`config.mk`:
```
export PLATFORM = sky130hd
export DESIGN_NAME = ich_handler
export DESIGN_NICKNAME = d
export VERILOG_FILES = /design/src/rtl/ich_pkg.sv /design/src/rtl/ich_poll_timer.sv /design/src/rtl/ich_handler.sv
export VERILOG_INCLUDE_DIRS = /design/src /design/src/rtl
export SDC_FILE = /design/constraint.sdc
export NUM_CORES = 1
export LEC_CHECK = 0
export ABC_AREA = 0
export BUFFER_PORTS_ARGS = -buffer_cell sky130_fd_sc_hd__buf_2
export CORE_ASPECT_RATIO = 0.5
export CORE_MARGIN = 1.5
export CORE_UTILIZATION = 25
export DETAILED_ROUTE_END_ITERATION = 16
export GPL_ROUTABILITY_DRIVEN = 0
export PLACE_DENSITY = 0.6
export SYNTH_ARGS = -nofsm -noshare
export SYNTH_HDL_FRONTEND = slang
export SYNTH_SLANG_ARGS = --single-unit
```
`constraint.sdc`:
```
create_clock -name mclk_in -period 1.3 [get_ports mclk_in]
set_clock_uncertainty 0.05 [all_clocks]
set_input_delay 0.26 -clock mclk_in [delete_from_list [all_inputs] [get_ports mclk_in]]
set_output_delay 0.26 -clock mclk_in [all_outputs]
set_load 0.02 [all_outputs]
```
`src/rtl/ich_defines.svh`:
```
// Constants for the invalid-command handler of the disk controller command interpreter.
`ifndef ICH_DEFINES_SVH
`define ICH_DEFINES_SVH

// ============================================================
// Main status register bit positions
`define ICH_MSR_DIO_BIT 6
`define ICH_MSR_RQM_BIT 7

// ============================================================
// Result codes and command decode
`define ICH_ST0_INVALID 8'h80
`define ICH_OPC_MASK 8'h1f
`define ICH_DEF_OPC_MAP 32'h0000_0000

// ============================================================
// Timing
`define ICH_POLL_PERIOD_NS 1024
`define ICH_CLK_PERIOD_NS 4
`define ICH_POLL_CYCLES (`ICH_POLL_PERIOD_NS / `ICH_CLK_PERIOD_NS)

`endif

```
`src/rtl/ich_pkg.sv`:
```
// Types shared by the invalid-command handler files.
package ich_pkg;

    // ============================================================
    // Interpreter phases.
    typedef enum logic [1:0] {
        ICH_IDLE = 2'b00,
        ICH_EXEC = 2'b01,
        ICH_RESULT = 2'b10
    } ich_phase_t;

    // Host-side write strobe with its byte.
    typedef struct packed {
        logic wr;
        logic [7:0] data;
    } ich_wr_t;

endpackage

```
`src/rtl/ich_poll_timer.sv`:
```
// Periodic drive poll tick generator that can be held off.
`timescale 1ns/1ps
`default_nettype none
`include "ich_defines.svh"

module ich_poll_timer import ich_pkg::*; #(
    parameter int unsigned PERIOD = `ICH_POLL_CYCLES
) (
    // Clock and reset.
    input wire logic mclk_in,
    input wire logic rst_n_in,
    // Control.
    input wire logic run_in,
    // Tick.
    output logic tick_out
);

    localparam int unsigned CW = $clog2(PERIOD + 1);

    logic [CW-1:0] cnt_q;

    // ============================================================
    // Counter; it restarts from zero when released so the first poll after a hold is a full period.
    always_ff @(posedge mclk_in or negedge rst_n_in) begin
        if (!rst_n_in) begin
            cnt_q <= '0;
            tick_out <= 1'b0;
        end else if (!run_in) begin
            cnt_q <= '0;
            tick_out <= 1'b0;
        end else if (cnt_q == CW'(PERIOD - 1)) begin
            cnt_q <= '0;
            tick_out <= 1'b1;
        end else begin
            cnt_q <= cnt_q + 1'b1;
            tick_out <= 1'b0;
        end
    end

endmodule // ich_poll_timer
`default_nettype wire

```
`src/rtl/ich_handler.sv`:
```
// Command interpreter slice that rejects undefined opcodes and reports them.
// Contract
// (RL1) Undefined opcode ends command, no execution phase.
// (RL2) No interrupt raised for a rejected opcode.
// (RL3) Status bits six and seven set together.
// (RL4) First result status byte reads hex 80.
// (RL5) Drive polling suspended while result unread.
// (RL6) Host may park controller using undefined opcode.
// (RL7) Reading the byte clears result, resumes polling.
`timescale 1ns/1ps
`default_nettype none
`include "ich_defines.svh"

// This slice sits between the host port decode and the execution engine. It owns the
// interpreter phase, the two host-visible status bits and the first result byte for a
// rejected opcode. A rejected opcode is a cheap way to park the controller: nothing runs,
// nothing is polled and no interrupt is raised until the host reads the byte back.
// Limitation: only the low five opcode bits are decoded, so commands that differ only in
// their upper flag bits cannot be told apart here.

module ich_handler import ich_pkg::*; #(
    parameter logic [31:0] DEF_OPC_MAP = `ICH_DEF_OPC_MAP,
    parameter int unsigned POLL_CYCLES = `ICH_POLL_CYCLES
) (
    // Clock and reset.
    input wire logic mclk_in,
    input wire logic rst_n_in,
    // Host port: command write and status/result reads.
    input wire ich_wr_t cmd_in,
    input wire logic res_rd_in,
    // Configuration and completion from the rest of the controller.
    input wire logic poll_en_in,
    input wire logic exec_done_in,
    // Main status and result.
    output logic [7:0] msr_out,
    output logic [7:0] result_out,
    // Drive side and interrupt.
    output logic exec_start_out,
    output logic poll_tick_out,
    output logic int_out
);

    // Interpreter phase and the flag that marks the pending result as a rejection.
    ich_phase_t phase_q;
    logic invalid_q;
    // Poll enable as seen by the timer, and the raw tick that comes back from it.
    logic poll_run_q;
    logic poll_tick;

    // Opcode lookup: a set bit in the map marks a defined command.
    // The mask is applied before the cast, so the index never grows past the map.
    function automatic logic opc_defined(input logic [7:0] b);
        logic [4:0] idx;
        idx = 5'(b & `ICH_OPC_MASK);
        return DEF_OPC_MAP[idx];
    endfunction

    // ============================================================
    // Phase sequencing. An undefined opcode jumps straight to the result phase.
    always_ff @(posedge mclk_in or negedge rst_n_in) begin
        if (!rst_n_in) begin
            phase_q <= ICH_IDLE;
            invalid_q <= 1'b0;
        end else begin
            case (phase_q)
                ICH_IDLE: begin
                    // Only idle takes a byte; writes in any other phase are dropped silently,
                    // so the host must watch the ready and direction bits before it writes.
                    if (cmd_in.wr) begin
                        if (opc_defined(cmd_in.data)) begin
                            phase_q <= ICH_EXEC;
                        end else begin
                            phase_q <= ICH_RESULT; // RL1
                            invalid_q <= 1'b1;
                        end
                    end
                end
                ICH_EXEC: begin
                    // A defined command reports through the same result phase when it ends.
                    if (exec_done_in) begin
                        phase_q <= ICH_RESULT;
                    end
                end
                ICH_RESULT: begin
                    // Reading the byte ends the result phase.
                    if (res_rd_in) begin
                        phase_q <= ICH_IDLE; // RL7
                        invalid_q <= 1'b0;
                    end
                end
                default: begin
                    // An unused code falls back to idle so a glitch cannot lock the host out.
                    phase_q <= ICH_IDLE;
                    invalid_q <= 1'b0;
                end
            endcase
        end
    end

    // ============================================================
    // Host-visible status, registered so the outputs are glitch free.
    // The register costs one cycle of status latency, which a polling host absorbs.
    // Bits other than six and seven are not kept by this slice and read as zero.
    always_ff @(posedge mclk_in or negedge rst_n_in) begin
        if (!rst_n_in) begin
            msr_out <= 8'h00;
            result_out <= 8'h00;
        end else begin
            msr_out <= 8'h00;
            msr_out[`ICH_MSR_RQM_BIT] <= (phase_q != ICH_EXEC);
            msr_out[`ICH_MSR_DIO_BIT] <= (phase_q == ICH_RESULT); // RL3
            result_out <= (phase_q == ICH_RESULT && invalid_q) ? `ICH_ST0_INVALID : 8'h00; // RL4
        end
    end

    // ============================================================
    // Drive-side effects. Only defined commands start execution; rejections never interrupt.
    // The interrupt of a defined command belongs to the execution engine, not to this slice.
    always_ff @(posedge mclk_in or negedge rst_n_in) begin
        if (!rst_n_in) begin
            exec_start_out <= 1'b0;
            int_out <= 1'b0;
        end else begin
            exec_start_out <= (phase_q == ICH_IDLE) && cmd_in.wr && opc_defined(cmd_in.data); // RL1
            int_out <= 1'b0; // RL2
        end
    end

    // ============================================================
    // Polling runs only in idle, so a parked controller leaves the drives alone.
    // The run flag lags the phase by a cycle and the timer adds one more, so the tick is
    // also gated with the present phase; otherwise a late tick could follow a rejection.
    always_ff @(posedge mclk_in or negedge rst_n_in) begin
        if (!rst_n_in) begin
            poll_run_q <= 1'b0;
            poll_tick_out <= 1'b0;
        end else begin
            poll_run_q <= poll_en_in && (phase_q == ICH_IDLE) && !invalid_q; // RL5
            poll_tick_out <= poll_tick && (phase_q == ICH_IDLE) && !invalid_q; // RL5
        end
    end

    // Poll timer; it restarts on every release, so polls stay evenly spaced after a park.
    ich_poll_timer #(
        .PERIOD(POLL_CYCLES)
    ) u_poll (
        .mclk_in(mclk_in),
        .rst_n_in(rst_n_in),
        .run_in(poll_run_q),
        .tick_out(poll_tick)
    );
endmodule // ich_handler
`default_nettype wire

```
# ---- Word-level counts from Yosys, hierarchy flattened
# Memory sizes are Yosys's and may differ from the RTL's.
# Index checks and enable logic that the tools add are counted.
# Widths: inputs -> output; s select.
dict set report word_totals {
  word_cells 47
  romBits 32
  inputBits 14
  mem_count 1
  register_bits 26
  output_inout_bits 19
}
dict set report op_classes {
  eq_ne 8
  n_lt_le_gt_ge 1
  bitwise 1
  n_addsub 1
  n_mux 15
  n_reduce_logical 11
}
# memory depth width rd rd_ports_with_merged_regs wr line_no
set memory_table {}
lappend memory_table {{(name not given)} 32 1 1 0 0 ich_handler.sv:55} ;# return DEF_OPC_MAP[idx];
# operator n
set op_table {}
lappend op_table {{$mux 9} 2}
lappend op_table {{$add 9x1->9 const B} 1}
lappend op_table {{$eq 9x8->1 const B} 1}
lappend op_table {{$mux 2} 4}
lappend op_table {{$mux 8} 1}
lappend op_table {{$ne 2x2->1 const B} 4}
lappend op_table {{$logic_and 1x1->1} 7}
lappend op_table {{$lt 5x6->1 const B} 1}
lappend op_table {{$mux 1} 6}
lappend op_table {{$pmux 2 s3} 1}
lappend op_table {{$reduce_and 4->1} 1}
lappend op_table {{$pmux 1 s3} 1}
lappend op_table {{$reduce_and 3->1} 1}
lappend op_table {{$eq 2x1->1 const B} 1}
lappend op_table {{$eq 2x2->1 const B} 1}
lappend op_table {{$logic_not 2->1} 1}
lappend op_table {{$ne 2x1->1 const B} 1}
lappend op_table {{$logic_not 1->1} 1}
lappend op_table {{$not 1->1} 1}

# ---- Logic depth before layout (Yosys ltp)
# Gate-level depths: netlist of run 1.
dict set report depth {
  ltp_word 5
  ltp_mapped 4
  depth_no_buf 4
}

# ---- Modules after synthesis
# Synthesis of run 1 repeated with hierarchy kept, for this count alone.
dict set report unflattened {
  cells_unflattened 67
  hier_area_um2 718.2
}
# module area_per_inst_um2 n_inst cells_per_inst
set modules_own_cells {}
lappend modules_own_cells {ich_poll_timer 439.2 1 40}
lappend modules_own_cells {ich_handler 279.0 1 27}

# ---- Least setup slack after synthesis of run 1
# Ideal clock, no wire load.
dict set report synth_timing {
  path_type {register -> register}
  from {register u_poll.cnt_q[0]}
  to {register u_poll.cnt_q[3]}
  n_path_buf 0
  stages_incl_launch_ff 5
  arrival_ns 1.093
  setup_slack_ns 0.025
  cell_sequence {dfrtp_1 > ha_1 > nand3_2 > o31ai_2 > nor2_1}
}
dict set report synth_between {
  elab_chain_cells 3
  word_cells_on_any_way 4
  classes_between {add/sub (1); eq/ne (1); mux (2)}
}
# element line_no
set synth_rtl {}
lappend synth_rtl {{start: declaration} ich_poll_timer.sv:20} ;# logic [CW-1:0] cnt_q;
lappend synth_rtl {{start signal: assignment} ich_poll_timer.sv:35} ;# cnt_q <= cnt_q + 1'b1;
lappend synth_rtl {{$add 9x1->9 / $eq 9x8->1 (equally long branches)} {ich_poll_timer.sv:35, ich_poll_timer.sv:31}}
lappend synth_rtl {{$mux 9 *} ich_poll_timer.sv:31} ;# end else if (cnt_q == CW'(PERIOD - 1)) begin
lappend synth_rtl {{$mux 9 *} ich_poll_timer.sv:28} ;# end else if (!run_in) begin
# Every way passes the cells marked *; elsewhere a longest branch is shown, timed or not.
# A chain may end at the register's enable or synchronous reset.

# ---- Worst setup path in the final report of run 1
dict set report layout_timing {
  from {register u_poll.cnt_q[1]}
  to {register u_poll.cnt_q[3]}
}
# The elaborated chain is that of the path after synthesis.

==> qor.yml, run 1 <==
clocking:
  cts.root.buffer_cell: "sky130_fd_sc_hd__clkbuf_8"
  worstSkewPairLatency_ps: 240
  cts_max_path_buffers: 2
  clk_pin_slew_worst_paths_ps: 60
  tritoncts: "built"
  clkSinkCount: 15
  cts_max_level: 1
  post-cts-setup-buffer-count: 0
  cts-buffers-inserted: 3
place:
  numPlacedInstances: 117
  io_buffer_count: 8
  detailed_place_hpwl_um: 775
  post_dp_cell_area_um2: 785
synthesis:
  yosys_cell_types: 22
  synthesis.area_um2: 713
  synth_seq_cells: 15
  yosys-top-cells-count: "sky130_fd_sc_hd__buf_4 (16), sky130_fd_sc_hd__dfrtp_1 (15), sky130_fd_sc_hd__nor2_1 (7)"
  synth_enable_flop_cells: 0
  biggest_area_consumer_among_synthesized_cells: "sky130_fd_sc_hd__dfrtp_1"
  postSynth.asyncResetShare_pct: 100
  synth_area_leaders: "sky130_fd_sc_hd__dfrtp_1 (53%), sky130_fd_sc_hd__buf_4 (17%), sky130_fd_sc_hd__nor2_1 (3.7%)"
  dominantRegCellSynth: "sky130_fd_sc_hd__dfrtp_1"
  synth_top_area_share_pct: 52.6
  post-synth-top-count-cell: "sky130_fd_sc_hd__buf_4"
  synth_top_family_by_area: "buffers and inverters"
  muxShareOfSynthArea_pct: 0
  synth_xor_xnor_area_share_pct: 3.68
  netlist_instances: 67
  synth_warnings: 0
  synth-compound-area-share_pct: 9.30
  synth_adder_area_share_pct: 1.75
  seq_area_frac_synth_pct: 52.6
  synth_area_per_cell_um2: 10.6
  synth-simple-area-share_pct: 13.2
drt:
  pre_antenna_drt_iters: 4
  detailroute.via_count: 470
  post_drt_via_cell_ratio: 3.85
  avgRoutedWirePerCell_um: 8.80
  antenna_left: 0
  drt-total-wl_mm: 1.07
  dr_iter_0_viols: 16
  remaining_drc_errors: 0
timing:
  setup_violations: 0
  min_period_over_period_pct: 98.1
  final_hold_viol_count: 0
  max_clock_freq_ghz: 0.784
  report.final.slew_viol_count: 0
  grt_setup_unrepaired: "yes"
  finalWorstPathRequiredPeriod_ps: 1280
hold_path:
  class_of_the_tightest_hold_or_removal_check: "in2reg"
  hp-start: "res_rd_in"
floorplan:
  floorplan.initialDensity_pct: 26.9
  overall_die_width_um: 78.5
  io_pins: 33
  core-area_um2: 2650
  chipHeight_um: 40.8
  die_area_um2: 3200
  number_of_core_rows: 13
job:
  number_of_max_cap_violations: 0
global_route:
  grt_first_pass_wirelength_mm: 1.61
  grt_util_all_layers_pct: 7.19
  grt_overflow_total: 0
  grt_start_max_net_pins: 16
  initial_antenna_violation_count: 0
  first_global_vias: 364
finish:
  insertedDiodeCount: 0
  areaGrowthSynthToFinish_pct: 19.8
  regArea_um2: 377
  fin_util_pct: 32.2
  layout.cell_area.non_filler_um2: 855
  layout-drive-gt1-share_pct: 27.1
  layoutNonFillerInstCount: 122
  fin_nets: 101
  total_area_of_multi_input_combinational_cells_um2: 273
  final.fill_count: 273
power:
  static-leakage-power_nw: 0.398
  worst_ir_drop_vdd_mv: 0.318
  cellPowerDensity_nw_per_um2: 1140
  power_mw: 0.977
worst_setup_path:
  timing.setup.critical_path_class: "reg2reg"
  timing.reg2reg.setup_slack_ps: 20
  startpoint: "u_poll.cnt_q[1]$_DFF_PN0_"
  worstSetupEndpointType: "register"
  critPathTopFamily: "flip-flops"
  critical-path-slowest-cell: "sky130_fd_sc_hd__dfrtp_1"
  critical_path.max_fanout: 6
  critical-path-max-stage-delay_ps: 350
  path_cells: "ha_2, nand3_4, o31ai_2, buf_4, nor2_1"
  timing.critical_path.required_ps: 1380
  crit_arrival_ps: 1360
  crit_buf_inv: 1
  worst_r2r_startpoint: "u_poll.cnt_q[1]$_DFF_PN0_"
  worst_setup_sp_type: "register"
status:
  outcome: "finished, final reports clean"
-- power breakdown --
part           total, mW  switching (mW)  internal (mW)
combinational      0.117          0.0842         0.0329
sequential         0.501          0.0148          0.486
clock              0.359           0.143          0.216
-- metal layers --
metal | GRT usage, % | vias to the layer above | routed length (µm)
met5 | 0 | - | 0
met4 | 8.04 | 0 | 19
met3 | 1.33 | 2 | 38
met2 | 11.6 | 12 | 530
met1 | 8.27 | 230 | 485
li1 | - | 226 | -
-- placed cells by master, fill, tap and decap left out, drive strengths merged, types with 2 or more instances in the layout --
cell type,n
buf,15
inv,3
dfrtp,15
a21oi,3
xnor2,2
nor2,7
clkbuf,4
nand4,2
or3,2
o21ai,2
nor2b,2
conb,16
nand3,3
-- registers in the layout, summed over array words and instances (netlist names) --
name	flops
u_poll.cnt_q	9
poll_run_q	1
invalid_q	1
msr_out	2
poll_tick_out	1
u_poll.tick_out	1
-- cell type report --
class	count	share of cell area, %
sequential	15	44.1
timing repair buffer	16	12.0
clock buffer	4	5.27
multi-input combinational	47	31.9
inverter	3	1.32
tap	37	5.42
-- path summary, 6_finish.rpt --
kind                                              to  cells after the start
min in group asynchronous  u_poll.cnt_q[0]$_DFF_PN0_                      2
hold / removal                 invalid_q$_DFFE_PN0P_                      2
setup / recovery           u_poll.cnt_q[3]$_DFF_PN0_                      5
hold reg to reg              poll_tick_out$_DFF_PN0_                      1
max in group asynchronous  u_poll.cnt_q[2]$_DFF_PN0_                      2
setup reg to reg           u_poll.cnt_q[3]$_DFF_PN0_                      5
-- cells by family (layout without fill, tap and decap cells) --
| group | after synthesis | in the layout |
|---|---|---|
| simple gates | 18 | 18 |
| compound gates | 9 | 9 |
| flops | 15 | 15 |
| xor+xnor | 3 | 3 |
| buf+inv | 19 | 23 |
| fa+ha+maj | 1 | 1 |
| other cells | 2 | 16 |
-- stage by stage --
stage / TNS (ps) / setup slack (ps) / hold WS [ps]
after CTS: 0 / 8.67 / 130
final: 0 / 24.3 / 136
after detailed placement: 0 / 17.4 / 133
after global placement: 0 / 25.8 / 130
after global routing: -128 / -35.1 / 139
after floorplan: 0 / 25.1 / -85.6
-- what timing repair did --
item,4_1_cts,5_1_grt
hold buffers,1,0
resized for setup,0,4
endpoints found under the hold margin,15,0
setup endpoints to repair,0,8
No activity file was read; power rests on OpenSTA's default activity.
==> run 2: changes to the inputs <==
--- a/config.mk
+++ b/config.mk
@@ -9,11 +9,12 @@
 export ABC_AREA = 0
 export BUFFER_PORTS_ARGS = -buffer_cell sky130_fd_sc_hd__buf_2
 export CORE_ASPECT_RATIO = 0.5
-export CORE_MARGIN = 1.5
 export CORE_UTILIZATION = 25
+export CTS_CLUSTER_SIZE = 16
 export DETAILED_ROUTE_END_ITERATION = 16
 export GPL_ROUTABILITY_DRIVEN = 0
 export PLACE_DENSITY = 0.6
+export SETUP_SLACK_MARGIN = 0.4
 export SYNTH_ARGS = -nofsm -noshare
 export SYNTH_HDL_FRONTEND = slang
 export SYNTH_SLANG_ARGS = --single-unit
==> qor.yml, run 2 (same netlist as run 1, synthesis figures left out) <==
clocking:
  worstSkewPairLatency_ps: 240  # about the same
  cts_max_level: 1  # unchanged
  clkSinkCount: 15  # unchanged
  tritoncts: "built"
  cts.root.buffer_cell: "sky130_fd_sc_hd__clkbuf_8"
  cts-buffers-inserted: 3  # unchanged
  clk_pin_slew_worst_paths_ps: 60  # about the same
  cts_max_path_buffers: 2  # unchanged
worst_setup_path:
  critical-path-slowest-cell: "sky130_fd_sc_hd__dfrtp_2"
  crit_buf_inv: 0  # -1
  critical_path.max_fanout: 5  # -1
  timing.critical_path.required_ps: 1420  # +40 ps
  critical-path-max-stage-delay_ps: 410  # +60 ps
  timing.reg2reg.setup_slack_ps: 70  # +40 ps
  timing.setup.critical_path_class: "reg2reg"
  worstSetupEndpointType: "register"
  critPathTopFamily: "simple AND/OR/NAND/NOR gates"
  worst_r2r_startpoint: "u_poll.cnt_q[0]$_DFF_PN0_"
  worst_setup_sp_type: "register"
  worst_r2r_endpoint: "u_poll.cnt_q[6]$_DFF_PN0_"
  reg2regPathDepth: 4  # -1
  crit_arrival_ps: 1350  # about the same
  path_cells: "ha_4, nand3_4, or3_1, a21oi_1"
global_route:
  grt_first_pass_wirelength_mm: 1.66  # +3.0%
  initial_antenna_violation_count: 0  # unchanged
  grt_start_max_net_pins: 16  # unchanged
  grt_overflow_total: 0  # unchanged
  first_global_vias: 380  # +4.4%
  grt_util_all_layers_pct: 7.61  # +0.43 points
timing:
  report.final.slew_viol_count: 0  # unchanged
  setup-tns-final_ps: 0  # unchanged
  final_hold_viol_count: 0  # unchanged
  setup_violations: 0  # unchanged
  min_period_over_period_pct: 94.7  # -3.4 points
  worst_slack_ps: 68.4  # +44.1 ps
  max_clock_freq_ghz: 0.812  # +3.6%
  finalWorstPathRequiredPeriod_ps: 1230  # -44.1 ps
  grt_setup_unrepaired: "yes"
  holdWs_ps: 135  # -1.73 ps
floorplan:
  overall_die_width_um: 77.5  # -1.3%
  chipHeight_um: 39.8  # -2.5%
  core-area_um2: 2650  # unchanged
  number_of_core_rows: 13  # unchanged
  floorplan.initialDensity_pct: 26.9  # unchanged
  die_area_um2: 3080  # -3.7%
  io_pins: 33  # unchanged
finish:
  regMostFlops: "u_poll.cnt_q"
  fin_nets: 101  # unchanged
  layoutNonFillerInstCount: 122  # unchanged
  insertedDiodeCount: 0  # unchanged
  most_frequent_cells_in_the_layout: "sky130_fd_sc_hd__conb_1 (16), sky130_fd_sc_hd__dfrtp_1 (12), sky130_fd_sc_hd__nor2_1 (7), sky130_fd_sc_hd__buf_4 (7)"
  largest_register_ffs: 9  # unchanged
  reg.largest.list: "u_poll.cnt_q (9), msr_out (2)"
  final.fill_count: 258  # -5.5%
  layout_commonest_cell: "sky130_fd_sc_hd__conb_1"
  layout-drive-gt1-share_pct: 30.6  # +3.5 points
  areaGrowthSynthToFinish_pct: 27.7
power:
  cellPowerDensity_nw_per_um2: 1090  # -4.4%
  worst_ir_drop_vdd_mv: 0.353  # +11%
  static-leakage-power_nw: 0.408  # +2.6%
  power_mw: 0.995  # +1.9%
drt:
  post_drt_via_cell_ratio: 3.93  # +1.9%
  detailroute.via_count: 479  # +1.9%
  antenna_left: 0  # unchanged
  dr_iter_0_viols: 17  # +1
  remaining_drc_errors: 0  # unchanged
  pre_antenna_drt_iters: 3  # -1
  drt-total-wl_mm: 1.02  # -4.7%
  avgRoutedWirePerCell_um: 8.39  # -4.7%
place:
  io_buffer_count: 8  # unchanged
  placement.setup.worst_slack_ps: 2.02  # -15.4 ps
  detailed_place_hpwl_um: 722  # -6.9%
  numPlacedInstances: 112  # -4.3%
hold_path:
  min_path_cells: 2  # unchanged
  whs_endpoint: "invalid_q$_DFFE_PN0P_"
  hp-start: "res_rd_in"
  class_of_the_tightest_hold_or_removal_check: "in2reg"
job:
  number_of_max_cap_violations: 0  # unchanged
status:
  outcome: "finished, final reports clean"
## run 2: what timing repair did
action                                  in CTS  in global routing
gates resized for setup                      9                  3
endpoints found under the hold margin       15                  0
hold buffers                                 1                  0
endpoints found under the setup margin      14                 14
setup buffers                                3                  2
pin swaps                                    5                  2
## run 2: worst max path at each step
stage,startpoint,end,cells past startpoint
detailed placement,u_poll.cnt_q[0]$_DFF_PN0_,u_poll.cnt_q[6]$_DFF_PN0_,4
global route,u_poll.cnt_q[0]$_DFF_PN0_,u_poll.cnt_q[7]$_DFF_PN0_,4
floorplan,u_poll.cnt_q[0]$_DFF_PN0_,u_poll.cnt_q[6]$_DFF_PN0_,4
CTS,u_poll.cnt_q[0]$_DFF_PN0_,u_poll.cnt_q[6]$_DFF_PN0_,4
finish,u_poll.cnt_q[0]$_DFF_PN0_,u_poll.cnt_q[6]$_DFF_PN0_,4
global placement,u_poll.cnt_q[0]$_DFF_PN0_,u_poll.cnt_q[6]$_DFF_PN0_,4
## run 2: cell type report
cell class                 count  area (µm²)  share of cell area, %
clock buffer                   4        45.0                   4.95
inverter                       3        11.3                   1.24
multi-input combinational     47         302                   33.1
sequential                    15         379                   41.6
tap                           37        46.3                   5.08
timing repair buffer          16         128                   14.0
## run 2: metal layers
layer	share of wire, %	wire [µm]	up-vias	track usage (%)
met5	0	0	-	0
li1	-	-	228	-
met1	44	450	233	8.04
met3	5.4	55	0	4.19
met2	51	517	18	13.3
met4	0	0	0	2.83
## run 2: metrics by stage
stage / util [%] / instance area (µm²)
floorplan: - / 800
global placement: 29.3 / 777
detailed placement: 29.3 / 777
CTS: 33.4 / 886
global route: 34.4 / 911
finish: 34.4 / 911
## run 2: worst register-to-register path, cell delays in order, from the launching register on
cell                      delay, ps
sky130_fd_sc_hd__dfrtp_2        410
sky130_fd_sc_hd__ha_4           160
sky130_fd_sc_hd__nand3_4        100
sky130_fd_sc_hd__or3_1          310
sky130_fd_sc_hd__a21oi_1        130
## run 2: power by group
part	switching (mW)	total, mW	leakage (nW)	internal, mW
logic	0.0804	0.120	0.189	0.0393
clock network	0.149	0.365	0.0228	0.217
registers	0.0227	0.510	0.196	0.488
